<file path="config.mk">
export PLATFORM = sky130hd
export DESIGN_NAME = tct_core
export DESIGN_NICKNAME = d
export VERILOG_FILES = /design/src/shared/tct_pkg.sv /design/src/tct_core.sv
export SDC_FILE = /design/constraint.sdc
export NUM_CORES = 1
export LEC_CHECK = 0
export BUFFER_PORTS_ARGS = -buffer_cell sky130_fd_sc_hd__buf_4
export CAP_MARGIN = 30
export CORE_MARGIN = 4
export CORE_UTILIZATION = 40
export DETAILED_ROUTE_END_ITERATION = 10
export HOLD_SLACK_MARGIN = 0.1
export PLACE_DENSITY = 0.73
export SLEW_MARGIN = 5
export SYNTH_ARGS = -nofsm -noshare
export SYNTH_HDL_FRONTEND = slang
export SYNTH_SLANG_ARGS = --single-unit
</file>
<file path="constraint.sdc">
create_clock -name clk -period 7.1 [get_ports clk]
set_clock_uncertainty 0.1 [all_clocks]
set_input_delay 0.71 -clock clk [delete_from_list [all_inputs] [get_ports clk]]
set_output_delay 0.71 -clock clk [all_outputs]
set_load 0.01 [all_outputs]
</file>
<file path="src/shared/tct_pkg.sv">
package tct_pkg;
  // channel and counter geometry
  localparam int          TCT_NCH       = 3;
  localparam int          TCT_CW        = 16;
  localparam logic [15:0] TCT_CNT_RST   = 16'h0000;
  localparam logic [15:0] TCT_CNT_MAX   = 16'hffff;
  localparam logic [15:0] TCT_RC_RST    = 16'h0000;
  // clock source select codes (3-bit field)
  localparam logic [2:0]  TCT_CLK_INT1  = 3'h0;
  localparam logic [2:0]  TCT_CLK_INT5  = 3'h4;
  localparam logic [2:0]  TCT_CLK_XC0   = 3'h5;
  // burst gate codes: 0 none, 1..3 ext_clk_in0..2
  localparam logic [1:0]  TCT_BURST_OFF = 2'h0;
  // block mode routing: 0 pin, 1 other channel line a
  localparam logic        TCT_ROUTE_PIN = 1'b0;
  // capture-mode ext trigger select: 0 line b, 1 line a
  localparam logic        TCT_ABTRG_B   = 1'b0;
  // waveform ext event select: 0 line b, 1..3 ext_clk_in0..2
  localparam logic [1:0]  TCT_EEVT_B    = 2'h0;
  // edge select: 0 none, 1 rising, 2 falling, 3 both
  localparam logic [1:0]  TCT_EDGE_NONE = 2'h0;
  localparam logic [1:0]  TCT_EDGE_RISE = 2'h1;
  localparam logic [1:0]  TCT_EDGE_FALL = 2'h2;
  // prescaler divide exponents for the five internal clocks
  localparam int          TCT_DIV1_LOG  = 1;
  localparam int          TCT_DIV2_LOG  = 3;
  localparam int          TCT_DIV3_LOG  = 5;
  localparam int          TCT_DIV4_LOG  = 7;
  localparam int          TCT_DIV5_LOG  = 10;
  localparam int          TCT_PRE_W     = 10;
  // channel run state
  typedef enum logic [2:0] {
    TCT_ST_OFF  = 3'b001,
    TCT_ST_STOP = 3'b010,
    TCT_ST_RUN  = 3'b100
  } tct_state_t;
endpackage

</file>
<file path="src/tct_core.sv">
`timescale 1ns/1ps
// Operation
// RULE_01 - three identical channels, 16-bit up-counters
// RULE_02 - each channel drives own interrupt output
// RULE_03 - count selected edge, overflow sets flag
// RULE_04 - live count readable any time
// RULE_05 - trigger clears counter on next edge
// RULE_06 - block mode routes pins or chained lines
// RULE_07 - select five internal or three external
// RULE_08 - invert bit counts on opposite edge
// RULE_09 - burst gate validates clock while high
// RULE_10 - external clocks slower than 2.5x master
// RULE_11 - enable and disable commands control clock
// RULE_12 - b load or compare auto-disables
// RULE_13 - disabled clock ignores start and stop
// RULE_14 - enabled flag mirrors clock enable
// RULE_15 - any trigger starts an enabled clock
// RULE_16 - b load or compare stops clock
// RULE_17 - waveform bit selects capture or waveform
// RULE_18 - capture mode: lines a, b inputs
// RULE_19 - waveform: a output, b unless event
// RULE_20 - soft trigger bit triggers channel
// RULE_21 - block sync triggers all channels
// RULE_22 - compare trigger enable: match triggers
// RULE_23 - ext trigger source per mode, enabled
// RULE_24 - external trigger pulses exceed one period
// RULE_25 - disable wins over simultaneous enable
module tct_core
  import tct_pkg::*;
(
  input  wire logic        clk,
  input  wire logic        rst_n,
  input  wire logic        ce,
  // block-level controls
  input  wire logic        block_sync,
  input  wire logic [2:0]  block_route,
  input  wire logic [2:0]  ext_clk_pin,
  // per-channel control writes (pulses)
  input  wire logic [2:0]  clk_enable_cmd,
  input  wire logic [2:0]  clk_disable_cmd,
  input  wire logic [2:0]  soft_trigger,
  // per-channel mode fields
  input  wire logic [8:0]  clk_source_sel,
  input  wire logic [2:0]  clk_invert,
  input  wire logic [5:0]  burst_sel,
  input  wire logic [2:0]  wave_mode,
  input  wire logic [2:0]  load_b_disable,
  input  wire logic [2:0]  load_b_stop,
  input  wire logic [2:0]  compare_c_disable,
  input  wire logic [2:0]  compare_c_stop,
  input  wire logic [2:0]  compare_c_trigger_en,
  input  wire logic [2:0]  ext_event_trigger_en,
  input  wire logic [2:0]  ext_trig_line_a,
  input  wire logic [5:0]  ext_event_sel,
  input  wire logic [5:0]  ext_edge_sel,
  input  wire logic [47:0] compare_c_val,
  input  wire logic [2:0]  capture_b_load,
  input  wire logic [2:0]  overflow_clr,
  input  wire logic [2:0]  irq_enable,
  // i/o lines: input, output, output enable (low = driven)
  input  wire logic [2:0]  io_line_a_in,
  input  wire logic [2:0]  io_line_b_in,
  input  wire logic [2:0]  io_line_a_out_val,
  input  wire logic [2:0]  io_line_b_out_val,
  output logic      [2:0]  io_line_a_out,
  output logic      [2:0]  io_line_a_oe_n,
  output logic      [2:0]  io_line_b_out,
  output logic      [2:0]  io_line_b_oe_n,
  // status
  output logic      [47:0] counter_value,
  output logic      [2:0]  counter_overflow_flag,
  output logic      [2:0]  clk_enabled_flag,
  output logic      [2:0]  running_flag,
  output logic      [2:0]  chan_irq
);

  // pin synchronisers, two stages each
  logic [2:0] pin_s1_q, pin_s2_q;
  logic [2:0] ioa_s1_q, ioa_s2_q;
  logic [2:0] iob_s1_q, iob_s2_q;
  // shared prescaler
  logic [TCT_PRE_W-1:0] pre_q;
  logic [4:0] int_tick;

  // two-flop synchronisers for pins and io lines
  always_ff @(posedge clk) begin
    if (!rst_n) begin
      pin_s1_q <= 3'h0;
      pin_s2_q <= 3'h0;
      ioa_s1_q <= 3'h0;
      ioa_s2_q <= 3'h0;
      iob_s1_q <= 3'h0;
      iob_s2_q <= 3'h0;
    end else if (ce) begin
      pin_s1_q <= ext_clk_pin;
      pin_s2_q <= pin_s1_q;
      ioa_s1_q <= io_line_a_in;
      ioa_s2_q <= ioa_s1_q;
      iob_s1_q <= io_line_b_in;
      iob_s2_q <= iob_s1_q;
    end
  end

  // free-running prescaler for internal clocks
  always_ff @(posedge clk) begin
    if (!rst_n) begin
      pre_q <= '0;
    end else if (ce) begin
      pre_q <= pre_q + 1'b1;
    end
  end

  // internal clock ticks: one-cycle pulses at each divided rate
  assign int_tick[0] = &pre_q[TCT_DIV1_LOG-1:0];
  assign int_tick[1] = &pre_q[TCT_DIV2_LOG-1:0];
  assign int_tick[2] = &pre_q[TCT_DIV3_LOG-1:0];
  assign int_tick[3] = &pre_q[TCT_DIV4_LOG-1:0];
  assign int_tick[4] = &pre_q[TCT_DIV5_LOG-1:0];

  // line a level each channel sees (own output or pin input)
  logic [2:0] line_a_lvl;
  // routed external clocks ext_clk_in0..2, same for every channel
  logic [2:0] ext_clk_in;

  // line a is the driven value in waveform mode
  assign line_a_lvl = (wave_mode & io_line_a_out) | (~wave_mode & ioa_s2_q);

  // RULE_06 block routing
  // input k takes its pin or line a of neighbour channel
  assign ext_clk_in[0] = (block_route[0] == TCT_ROUTE_PIN) ? pin_s2_q[0]
                       : line_a_lvl[1];
  assign ext_clk_in[1] = (block_route[1] == TCT_ROUTE_PIN) ? pin_s2_q[1]
                       : line_a_lvl[2];
  assign ext_clk_in[2] = (block_route[2] == TCT_ROUTE_PIN) ? pin_s2_q[2]
                       : line_a_lvl[0];

  // RULE_01 three channels
  // one generate loop builds every channel
  for (genvar c = 0; c < TCT_NCH; c++) begin : g_ch
    logic [2:0]        sel;       // clock source code
    logic [1:0]        bsel;      // burst gate code
    logic [1:0]        esel;      // ext event code
    logic [1:0]        edg;       // ext edge code
    logic [15:0]       rc;        // compare value
    logic              clk_lvl;   // selected clock level after invert
    logic              clk_lvl_q; // previous level for edge detect
    logic              gate;      // burst gate allows counting
    logic              tick;      // one active counting edge
    logic              ev_lvl;    // chosen ext trigger level
    logic              ev_q;      // previous ext trigger level
    logic              ev_hit;    // ext edge seen
    logic              match;     // counter equals compare
    logic              trig;      // any trigger this cycle
    logic              pend_q;    // trigger waiting for clock edge
    logic              dis_ev;    // automatic disable event
    logic              stop_ev;   // stop event
    logic [TCT_CW-1:0] cnt_q;     // counter
    tct_state_t        st_q;      // run state
    logic              ovf_q;     // overflow flag
    logic              cmp_hit;   // compare match on a running tick
    logic              atrg;      // triggers that wait for a tick
    logic              ctrg;      // compare trigger on this tick

    assign sel  = clk_source_sel[3*c +: 3];
    assign bsel = burst_sel[2*c +: 2];
    assign esel = ext_event_sel[2*c +: 2];
    assign edg  = ext_edge_sel[2*c +: 2];
    assign rc   = compare_c_val[16*c +: 16];

    // RULE_07 source select
    // codes 0..4 internal ticks, 5..7 external inputs
    always_comb begin
      clk_lvl = 1'b0;
      if (sel <= TCT_CLK_INT5) begin
        clk_lvl = int_tick[sel - TCT_CLK_INT1];
      end else begin
        clk_lvl = ext_clk_in[2'(sel - TCT_CLK_XC0)];
      end
      // RULE_08 invert edge
      clk_lvl = clk_lvl ^ clk_invert[c];
    end

    // RULE_09 burst gate
    assign gate = (bsel == TCT_BURST_OFF) | ext_clk_in[2'(bsel - 2'h1)];

    // RULE_10 slow external clock
    // one rising edge per sampled level change needs slow inputs
    assign tick = clk_lvl & ~clk_lvl_q & gate;

    // RULE_23 trigger source
    // capture: line a or b; waveform: line b or ext inputs
    always_comb begin
      ev_lvl = iob_s2_q[c];
      if (!wave_mode[c]) begin
        ev_lvl = ext_trig_line_a[c] ? ioa_s2_q[c] : iob_s2_q[c];
      end else if (esel != TCT_EEVT_B) begin
        ev_lvl = ext_clk_in[2'(esel - 2'h1)];
      end
    end

    // RULE_24 pulse width
    // edge detector on synchronised level catches pulses over a period
    always_comb begin
      case (edg)
        TCT_EDGE_NONE: ev_hit = 1'b0;
        TCT_EDGE_RISE: ev_hit = ev_lvl & ~ev_q;
        TCT_EDGE_FALL: ev_hit = ~ev_lvl & ev_q;
        default:       ev_hit = ev_lvl ^ ev_q;
      endcase
    end

    assign match = (cnt_q == rc);
    // compare events only count on a tick of a running counter
    assign cmp_hit = match & tick & (st_q == TCT_ST_RUN);

    // RULE_20 soft trigger
    // RULE_21 block sync
    // triggers that wait for the next counting tick
    assign atrg = soft_trigger[c] | block_sync
                | (ev_hit & (~wave_mode[c] | ext_event_trigger_en[c]));
    // RULE_22 compare trigger
    // a match clears on the tick that leaves the compare value
    assign ctrg = compare_c_trigger_en[c] & cmp_hit;
    assign trig = atrg | ctrg;

    // RULE_12 auto disable
    assign dis_ev = wave_mode[c] ? (compare_c_disable[c] & cmp_hit)
                                 : (load_b_disable[c] & capture_b_load[c]);
    // RULE_16 auto stop
    assign stop_ev = wave_mode[c] ? (compare_c_stop[c] & cmp_hit)
                                  : (load_b_stop[c] & capture_b_load[c]);

    // edge-detect history registers
    always_ff @(posedge clk) begin
      if (!rst_n) begin
        clk_lvl_q <= 1'b0;
        ev_q      <= 1'b0;
      end else if (ce) begin
        clk_lvl_q <= clk_lvl;
        ev_q      <= ev_lvl;
      end
    end

    // clock control state machine
    always_ff @(posedge clk) begin
      if (!rst_n) begin
        st_q <= TCT_ST_OFF;
      end else if (ce) begin
        case (st_q)
          TCT_ST_OFF: begin
            // RULE_25 disable priority
            // RULE_13 only enable leaves off
            if (clk_enable_cmd[c] & ~clk_disable_cmd[c]) begin
              st_q <= TCT_ST_STOP;
            end
          end
          TCT_ST_STOP, TCT_ST_RUN: begin
            // RULE_11 disable command
            if (clk_disable_cmd[c] | dis_ev) begin
              st_q <= TCT_ST_OFF;
            // a stop event outranks a trigger on the same tick
            end else if (stop_ev) begin
              st_q <= TCT_ST_STOP;
            // RULE_15 trigger starts
            end else if (trig) begin
              st_q <= TCT_ST_RUN;
            end
          end
          default: st_q <= TCT_ST_OFF;
        endcase
      end
    end

    // pending trigger held until the next counting edge
    always_ff @(posedge clk) begin
      if (!rst_n) begin
        pend_q <= 1'b0;
      end else if (ce) begin
        if (atrg & (st_q != TCT_ST_OFF)) begin
          pend_q <= 1'b1;
        end else if (tick) begin
          pend_q <= 1'b0;
        end
      end
    end

    // RULE_03 counting and wrap
    // RULE_05 reset on edge
    always_ff @(posedge clk) begin
      if (!rst_n) begin
        cnt_q <= TCT_CNT_RST;
      end else if (ce && tick && (st_q == TCT_ST_RUN || pend_q)) begin
        // waiting triggers and a compare trigger clear on this tick
        cnt_q <= (pend_q | ctrg) ? TCT_CNT_RST : cnt_q + 1'b1;
      end
    end

    // overflow flag: set wins over clear
    always_ff @(posedge clk) begin
      if (!rst_n) begin
        ovf_q <= 1'b0;
      end else if (ce) begin
        if (tick && st_q == TCT_ST_RUN && !pend_q
            && cnt_q == TCT_CNT_MAX) begin
          ovf_q <= 1'b1;
        end else if (overflow_clr[c]) begin
          ovf_q <= 1'b0;
        end
      end
    end

    // registered outputs
    always_ff @(posedge clk) begin
      if (!rst_n) begin
        counter_value[16*c +: 16] <= TCT_CNT_RST;
        counter_overflow_flag[c]  <= 1'b0;
        clk_enabled_flag[c]       <= 1'b0;
        running_flag[c]           <= 1'b0;
        chan_irq[c]               <= 1'b0;
        io_line_a_out[c]          <= 1'b0;
        io_line_a_oe_n[c]         <= 1'b1;
        io_line_b_out[c]          <= 1'b0;
        io_line_b_oe_n[c]         <= 1'b1;
      end else if (ce) begin
        // RULE_04 live count
        counter_value[16*c +: 16] <= cnt_q;
        counter_overflow_flag[c]  <= ovf_q;
        // RULE_14 enabled flag
        clk_enabled_flag[c]       <= (st_q != TCT_ST_OFF);
        running_flag[c]           <= (st_q == TCT_ST_RUN);
        // RULE_02 channel interrupt
        chan_irq[c]               <= ovf_q & irq_enable[c];
        io_line_a_out[c]          <= io_line_a_out_val[c];
        io_line_b_out[c]          <= io_line_b_out_val[c];
        // RULE_17 mode select
        // RULE_18 capture inputs
        // RULE_19 waveform outputs
        io_line_a_oe_n[c] <= ~wave_mode[c];
        io_line_b_oe_n[c] <= ~wave_mode[c] | (esel == TCT_EEVT_B);
      end
    end
  end

endmodule // tct_core

</file>
# After elaboration in Yosys (flattened, before gate mapping)
# Cells that the tools add are included.
[totals]
out_inout_bits = 72
latchBits = 0
mem_bits_rw = 0
mem_bits_ro = 0
ff_bits = 169
input_bits = 142
elab_cells = 337
mem_count = 0
[classes]
div_mod_pow = 0
shift = 0
bitwise = 94
eq_ne = 30
n_addsub = 13
n_mul = 0
n_reduce_logical = 55
order_cmp = 15
n_mux = 78
[ops]
columns = ["op", "n"]
rows = [
  ["adder 16 x 1 -> 16 bit, second input constant", 3],
  ["equality test 16 bit", 3],
  ["equality test 16 bit, second input constant", 3],
  ["2-to-1 mux 16 bit", 3],
  ["bitwise AND 1 bit", 45],
  ["2-to-1 mux 1 bit", 45],
  ["2-to-1 mux 3 bit", 12],
  ["less-than comparator 2 x 3 -> 1 bit, second input constant", 9],
  ["OR 1 bit", 24],
  ["binary-select mux 1 bit (select 2 bit)", 9],
  ["zero test 2 bit", 9],
  ["case mux 3 bit (2 select lines)", 3],
  ["nonzero test 2 bit", 9],
  ["subtractor 2 x 1 -> 2 bit, second input constant", 9],
  ["logical AND 1 bit", 15],
  ["NOT 1 bit", 15],
  ["less-than comparator 3 x 4 -> 1 bit, second input constant", 3],
  ["!= test 4 bit, second input constant", 3],
  ["AND reduction 2 bit", 6],
  ["AND reduction 3 bit", 4],
  ["adder 10 x 1 -> 10 bit, second input constant", 1],
  ["AND reduction 10 bit", 1],
  ["binary-select mux 1 bit (select 3 bit)", 3],
  ["equality test 3 x 1 -> 1 bit, second input constant", 3],
  ["17 further kinds", 45],
]

# Logic depth before layout (Yosys ltp)
[depth]
word_depth = 18
mapped_depth = 17

# Least setup slack after synthesis
# No wires, ideal clock.
[synth_path]
path_kind = "input -> register"
startpoint = "input clk_source_sel[3]"
endpoint = "register g_ch[1].cnt_q[11]"
required_ns = 6.885
cell_stages = 11
setup_slack_ns = 3.830
arrival_ns = 3.055
path_cell_list = "inv_1 -> ha_1 -> and3_1 -> a221o_1 -> or4b_1 -> mux2i_2 -> nor2_1 -> o31ai_2 -> a21o_2 -> buf_6 -> nor2_1"
[synth_via]
elab_chain_cells = 12
word_cells_on_any_way = 17
cone_classes = "1 x add/sub; 1 x order compare; 6 x mux; 7 x bitwise; 2 x reduce/logical"
[synth_lines]
columns = ["element", "line_no", "rtl"]
rows = [
  ["from (decl)", "tct_core.sv:43", "input wire logic [8:0] clk_source_sel,"],
  ["subtractor 2 x 1 -> 2 bit", "tct_core.sv:177", "clk_lvl = ext_clk_in[2'(sel - TCT_CLK_XC0)];"],
  ["binary-select mux 1 bit (select 2 bit)", "tct_core.sv:177", ""],
  ["2-to-1 mux 1 bit (not written as such)", "tct_core.sv:177", ""],
  ["2-to-1 mux 1 bit *", "tct_core.sv:174", "if (sel <= TCT_CLK_INT5) begin"],
  ["bitwise XOR 1 bit *", "tct_core.sv:180", "clk_lvl = clk_lvl ^ clk_invert[c];"],
  ["bitwise AND 1 bit * (2 in series)", "tct_core.sv:188", "assign tick = clk_lvl & ~clk_lvl_q & gate;"],
  ["bitwise AND 1 bit (2 in series)", "tct_core.sv:214", "assign cmp_hit = match & tick & (st_q == TCT_ST_RUN);"],
  ["bitwise AND 1 bit", "tct_core.sv:223", "assign ctrg = compare_c_trigger_en[c] & cmp_hit;"],
  ["OR 1 bit", "tct_core.sv:294", "cnt_q <= (pend_q | ctrg) ? TCT_CNT_RST : cnt_q + 1'b1;"],
  ["2-to-1 mux 16 bit", "tct_core.sv:294", ""],
  ["to (signal assigned)", "tct_core.sv:294", ""],
  ["to (decl)", "tct_core.sv:157", "logic [TCT_CW-1:0] cnt_q;"],
]
# Every way passes the cells marked *; elsewhere a longest branch is shown, timed or not. The select of a mux whose other input is x is not followed.
# A chain may end at the register's enable or synchronous reset.

# Final worst setup path
[layout_path]
startpoint = "input wave_mode[2]"
endpoint = "register g_ch[1].st_q[1]"
[layout_via]
word_cells_on_any_way = 39
cone_classes = "1 x eq/ne; 16 x mux; 21 x bitwise; 1 x reduce/logical"
[layout_lines]
columns = ["element", "line_no", "rtl"]
rows = [
  ["from (decl)", "tct_core.sv:46", "input wire logic [2:0] wave_mode,"],
  ["NOT 3 bit", "tct_core.sv:126", "assign line_a_lvl = (wave_mode & io_line_a_out) | (~wave_mode & ioa_s2_q);"],
  ["bitwise AND 3 bit", "tct_core.sv:126", ""],
  ["OR 3 bit *", "tct_core.sv:126", ""],
  ["2-to-1 mux 1 bit *", "tct_core.sv:132", "assign ext_clk_in[1] = (block_route[1] == TCT_ROUTE_PIN) ? pin_s2_q[1]"],
  ["binary-select mux 1 bit (select 2 bit) *", "tct_core.sv:197", "ev_lvl = ext_clk_in[2'(esel - 2'h1)];"],
  ["2-to-1 mux 1 bit (not written as such) *", "tct_core.sv:197", ""],
  ["2-to-1 mux 1 bit *", "tct_core.sv:196", "end else if (esel != TCT_EEVT_B) begin"],
  ["2-to-1 mux 1 bit *", "tct_core.sv:194", "if (!wave_mode[c]) begin"],
  ["named net g_ch[1].ev_lvl", "tct_core.sv:149", "logic ev_lvl;"],
  ["NOT 1 bit", "tct_core.sv:207", "TCT_EDGE_FALL: ev_hit = ~ev_lvl & ev_q;"],
  ["bitwise AND 1 bit", "tct_core.sv:207", ""],
  ["case mux 1 bit (3 select lines) *", "tct_core.sv:204", "case (edg)"],
  ["bitwise AND 1 bit *", "tct_core.sv:220", "| (ev_hit & (~wave_mode[c] | ext_event_trigger_en[c]));"],
  ["OR 1 bit *", "tct_core.sv:220", ""],
  ["OR 1 bit *", "tct_core.sv:224", "assign trig = atrg | ctrg;"],
  ["!= test 4 bit (no source line) *", "n/a", ""],
  ["AND reduction 3 bit (no source line) *", "n/a", ""],
  ["to (signal assigned)", "tct_core.sv:247", "st_q <= TCT_ST_OFF;"],
  ["to (signal assigned)", "tct_core.sv:254", "st_q <= TCT_ST_STOP;"],
  ["to (signal assigned)", "tct_core.sv:260", "st_q <= TCT_ST_OFF;"],
  ["to (decl)", "tct_core.sv:158", "tct_state_t st_q;"],
]
# The timed path passes the listed nets; every way through them passes the cells marked *. The select of a mux whose other input is x is not followed.

==> Flow_metrics.wiki <==
{| class="wikitable"
! Metric !! Value
|-
| Number of distinct standard cells referenced by the synthesized netlist || 73
|-
| Drt via density || between 5 and 6
|-
| Time the worst path needs with I/O delays and setup || 3.53 ns
|-
| Detailed-placement wirelength estimate || between 15000 and 20000 µm
|-
| Number of standard cells after synthesis || a little over 1k
|-
| Worst voltage drop across the vdd grid || around 0.13 mV
|-
| Via count of the first global-routing pass || just under 8k
|-
| Average detailed-routed wire length per instance || 16.1 µm
|-
| CTS tree || yes
|-
| Std cell rows || 54
|-
| Inst Count DP || about 1.5k
|-
| Core Region || roughly 22000 µm²
|-
| Net count of the finished layout || roughly 1.4k
|-
| Register bit count reported by yosys || between 150 and 200
|-
| Filler instances || slightly above 2k
|-
| Seq pwr share || a little over two fifths
|-
| Run status || finished clean
|-
| Kind of critical path || input port to flip-flop
|-
| Setup repair after global routing missed its margin || no
|-
| Main area contributors after synthesis || sky130_fd_sc_hd__dfxtp_1 (38%), sky130_fd_sc_hd__mux2i_1 (11%), sky130_fd_sc_hd__xnor2_1 (8.1%)
|-
| Kind of cell adding the most delay to the critical path || compound AO/OA/AOI/OAI gates
|-
| GR Overflow Total || 0
|-
| Total global routing track utilization || 19.3%
|-
| Placer congestion estimate || roughly 0.89
|-
| TritonCTS buffer count || 17
|-
| # diodes || 0
|-
| Number of enable-type register cells in the synthesized netlist || 0
|-
| Share of the yosys chip area belonging to registers || between 30% and 40%
|-
| Effective utilization at floorplan || about two fifths
|-
| Area added between synthesis and finish || 27.8%
|-
| Required time of the critical path || between 7 and 8 ns
|-
| Max Cap Viol || 0
|-
| Slowest cell on the critical path || sky130_fd_sc_hd__a21oi_1
|-
| Clock latency on the worst-skew pair || around 0.42 ns
|-
| Overall via count from detail_route || around 8.0k
|-
| Crit end category || flip-flop
|-
| Setup fix buffers added after clock tree synthesis || 0
|-
| Buffer type at the clock tree root || sky130_fd_sc_hd__clkbuf_16
|-
| Total of endpoints with negative setup slack in the final report || 0
|-
| Switching power summed over all nets || between 0.5 and 0.6 mW
|-
| Pin count of the biggest net entering global routing || 66
|-
| Crit-path most repeated cell || sky130_fd_sc_hd__a21oi_1
|-
| Cell-by-cell listing of the critical path || buf_4 > mux2i_1 > a21oi_1 > and3_1 > a21oi_1 > a21oi_1 > inv_1 > ha_1 > mux2i_1 > a21oi_1 > o21ai_0 > nor2_1 > o31a_1 > a211oi_1 > nor2_1
|-
| Leakage || about 4.7 nW
|-
| Number of H-tree branching levels || 4
|-
| Power Dens Cells || just over 200 nW/µm²
|-
| Number of port buffers || 213
|-
| Height of the die || 156 µm
|-
| Share of Yosys cell area claimed by the top area cell type || about two fifths
|-
| Wire length of the first global-routing pass || roughly 38000 µm
|-
| Switching fraction of total power || 25.7%
|-
| Number of gates given a new drive strength after cts || 0
|-
| Ranking of synthesized cells by instance count || sky130_fd_sc_hd__dfxtp_1 (169), sky130_fd_sc_hd__nor2_1 (169), sky130_fd_sc_hd__mux2i_1 (100), sky130_fd_sc_hd__xnor2_1 (81), sky130_fd_sc_hd__nand2_1 (67)
|-
| Power consumption || 2.28 mW
|-
| Count of TritonRoute iterations in the first routing pass || 5
|-
| Tcrit/Tclk final || approximately 50%
|-
| Delay of the slowest cell on the worst path || just over 0.6 ns
|-
| Net count after synthesis || around 1.2k
|-
| Ratio of cells with drive above 1 in the final layout || between 20% and 30%
|-
| Hold buffer count at CTS || 0
|-
| Fraction of registers with async set or reset after synthesis || 0%
|-
| Final sum of negative setup slack || 0 ns
|-
| Residual antenna-violating net count after detailed routing || 0
|-
| Clock network fraction of design power || 42.0%
|-
| Logic gate share of total power || roughly 14%
|-
| Yosys top cell by area || sky130_fd_sc_hd__dfxtp_1
|-
| Largest fanout of any net on the critical path || 11
|-
| Full die area || 24400 µm²
|-
| Maximum achievable frequency || ~280 MHz
|-
| Relative max-transition margin || about half
|-
| Cell-internal power || ~1.7 mW
|-
| I/O pin count || 214
|-
| DRC Markers || 0
|-
| Arrival time of the worst setup path || ~3.7 ns
|-
| Final Slew Violations || 0
|-
| Startpoint class of the critical path || input port
|-
| Mean post-synth cell area || around 8.7 µm²
|-
| Slew of the pin with the lowest slew margin || approximately 0.76 ns
|-
| Die extent in x || between 150 and 200 µm
|-
| CTS Sinks || 169
|-
| Max Root-Sink Buffers || 2
|-
| Total number of yosys warnings || 0
|-
| Clock input transition at the sequential cells of the worst setup and hold paths || 0.07 ns
|-
| Final hold violations || 0
|-
| Final Instance Count excl. Fillers || around 1.5k
|-
| Area of the mapped netlist || a little under 9000 µm²
|-
| DR iter-0 viols || 461
|-
| Class of the most critical hold timing path || flip-flop to flip-flop
|-
| Number of antenna violations at the first check in global routing || 2
|-
| Final routed wirelength across all metal layers || between 20000 and 25000 µm
|-
| Worst Path Buf+Inv || 2
|-
| Post-synth top flop || sky130_fd_sc_hd__dfxtp_1
|}
==> cells in the final DEF (no fill, tap or decap), types with 7 or more instances in the layout <==
| master | netlist | routed |
|---|---|---|
| sky130_fd_sc_hd__nor2b_1 | 9 | 9 |
| sky130_fd_sc_hd__and2_1 | 7 | 7 |
| sky130_fd_sc_hd__o21ai_0 | 26 | 26 |
| sky130_fd_sc_hd__nand4_1 | 23 | 23 |
| sky130_fd_sc_hd__xnor2_1 | 81 | 81 |
| sky130_fd_sc_hd__or3_1 | 7 | 7 |
| sky130_fd_sc_hd__nor4_1 | 17 | 17 |
| sky130_fd_sc_hd__mux2i_1 | 100 | 100 |
| sky130_fd_sc_hd__nor3_1 | 12 | 12 |
| sky130_fd_sc_hd__and3_1 | 20 | 20 |
| sky130_fd_sc_hd__a21oi_1 | 36 | 36 |
| sky130_fd_sc_hd__nand2b_1 | 12 | 12 |
| sky130_fd_sc_hd__dfxtp_1 | 169 | 169 |
| sky130_fd_sc_hd__nand3_1 | 32 | 32 |
| sky130_fd_sc_hd__clkbuf_16 | 0 | 17 |
| sky130_fd_sc_hd__inv_1 | 43 | 43 |
| sky130_fd_sc_hd__xor2_1 | 20 | 20 |
| sky130_fd_sc_hd__buf_4 | 2 | 218 |
| sky130_fd_sc_hd__ha_1 | 21 | 21 |
| sky130_fd_sc_hd__nor2_1 | 169 | 169 |
| sky130_fd_sc_hd__nand2_1 | 67 | 67 |
==> cell families after synthesis <==
| kind of cell | synth area share, % |
|---|---|
| AND/OR/NAND/NOR | 22.9 |
| flip-flops | 38.4 |
| AO/OA/AOI/OAI | 9.86 |
| multiplexers | 11.8 |
| XOR/XNOR | 10.0 |
| buffers and inverters | 4.02 |
| adder cells (fa/ha/maj) | 2.98 |
==> power groups by stage <==
| stage | registers, mW | logic [mW] | clock network [mW] |
|---|---|---|---|
| after floorplan | 1.02 | 0.194 | 0 |
| after global placement | 1.02 | 0.313 | 0 |
| after detailed placement | 1.02 | 0.323 | 0 |
| after CTS | 0.997 | 0.324 | 0.980 |
| after global routing | 1.00 | 0.359 | 1.02 |
| final | 0.998 | 0.324 | 0.958 |
==> routing by layer <==
layer	vias up	part of all wire, %	GRT usage, %
met5	-	0.16	0
met4	4	1.8	5.95
met3	39	7.0	5.12
met2	233	47	31.8
met1	3770	44	24.7
li1	3921	-	-
==> sequential cells by signal, summed over array words and instances, names as in the netlist, 9 cells and up <==
signal / flops
counter_value: 48
g_ch.cnt_q: 48
pre_q: 10
g_ch.st_q: 9
==> path summary, 6_finish.rpt <==
path / from / to / slack, ns / depth (start not counted)
max: wave_mode[2] / g_ch[1].st_q[1] / 3.57 / 15
min reg2reg: chan_irq[0] / chan_irq[0] / 0.37 / 2
max reg2reg: io_line_a_out[2] / g_ch[1].st_q[1] / 3.67 / 14
min: chan_irq[0] / chan_irq[0] / 0.37 / 2
==> stage by stage <==
step	cell area, µm²	utilization (%)	hold WS, ns	setup WS (ns)
floorplan	8800	-	0.350	3.83
global placement	10600	48.8	0.355	3.10
detailed placement	10600	48.9	0.363	3.18
CTS	11300	51.7	0.375	3.64
global route	11300	51.7	0.387	3.30
finish	11300	51.7	0.374	3.57
==> worst reg2reg max path, delay by kind of cell (launching register included) <==
family / cells / cell delay [ns]
adders and majority gates: 1 / 0.30
buffers and inverters: 1 / 0.09
AOI/OAI and AO/OA: 7 / 1.73
and+or+nand+nor: 3 / 0.44
muxes: 2 / 0.27
DFF: 1 / 0.37
==> layout make-up <==
type / instances / area, µm² / area share [%]
clock inverter: 13 / 169 / 1.50
tap: 280 / 350 / 3.11
clock buffer: 18 / 439 / 3.90
sequential: 169 / 3380 / 30.1
multi-input combinational: 760 / 5070 / 45.0
inverter: 44 / 166 / 1.48
timing repair buffer: 221 / 1680 / 14.9
Note: power is estimated with default switching activity, not from simulation.
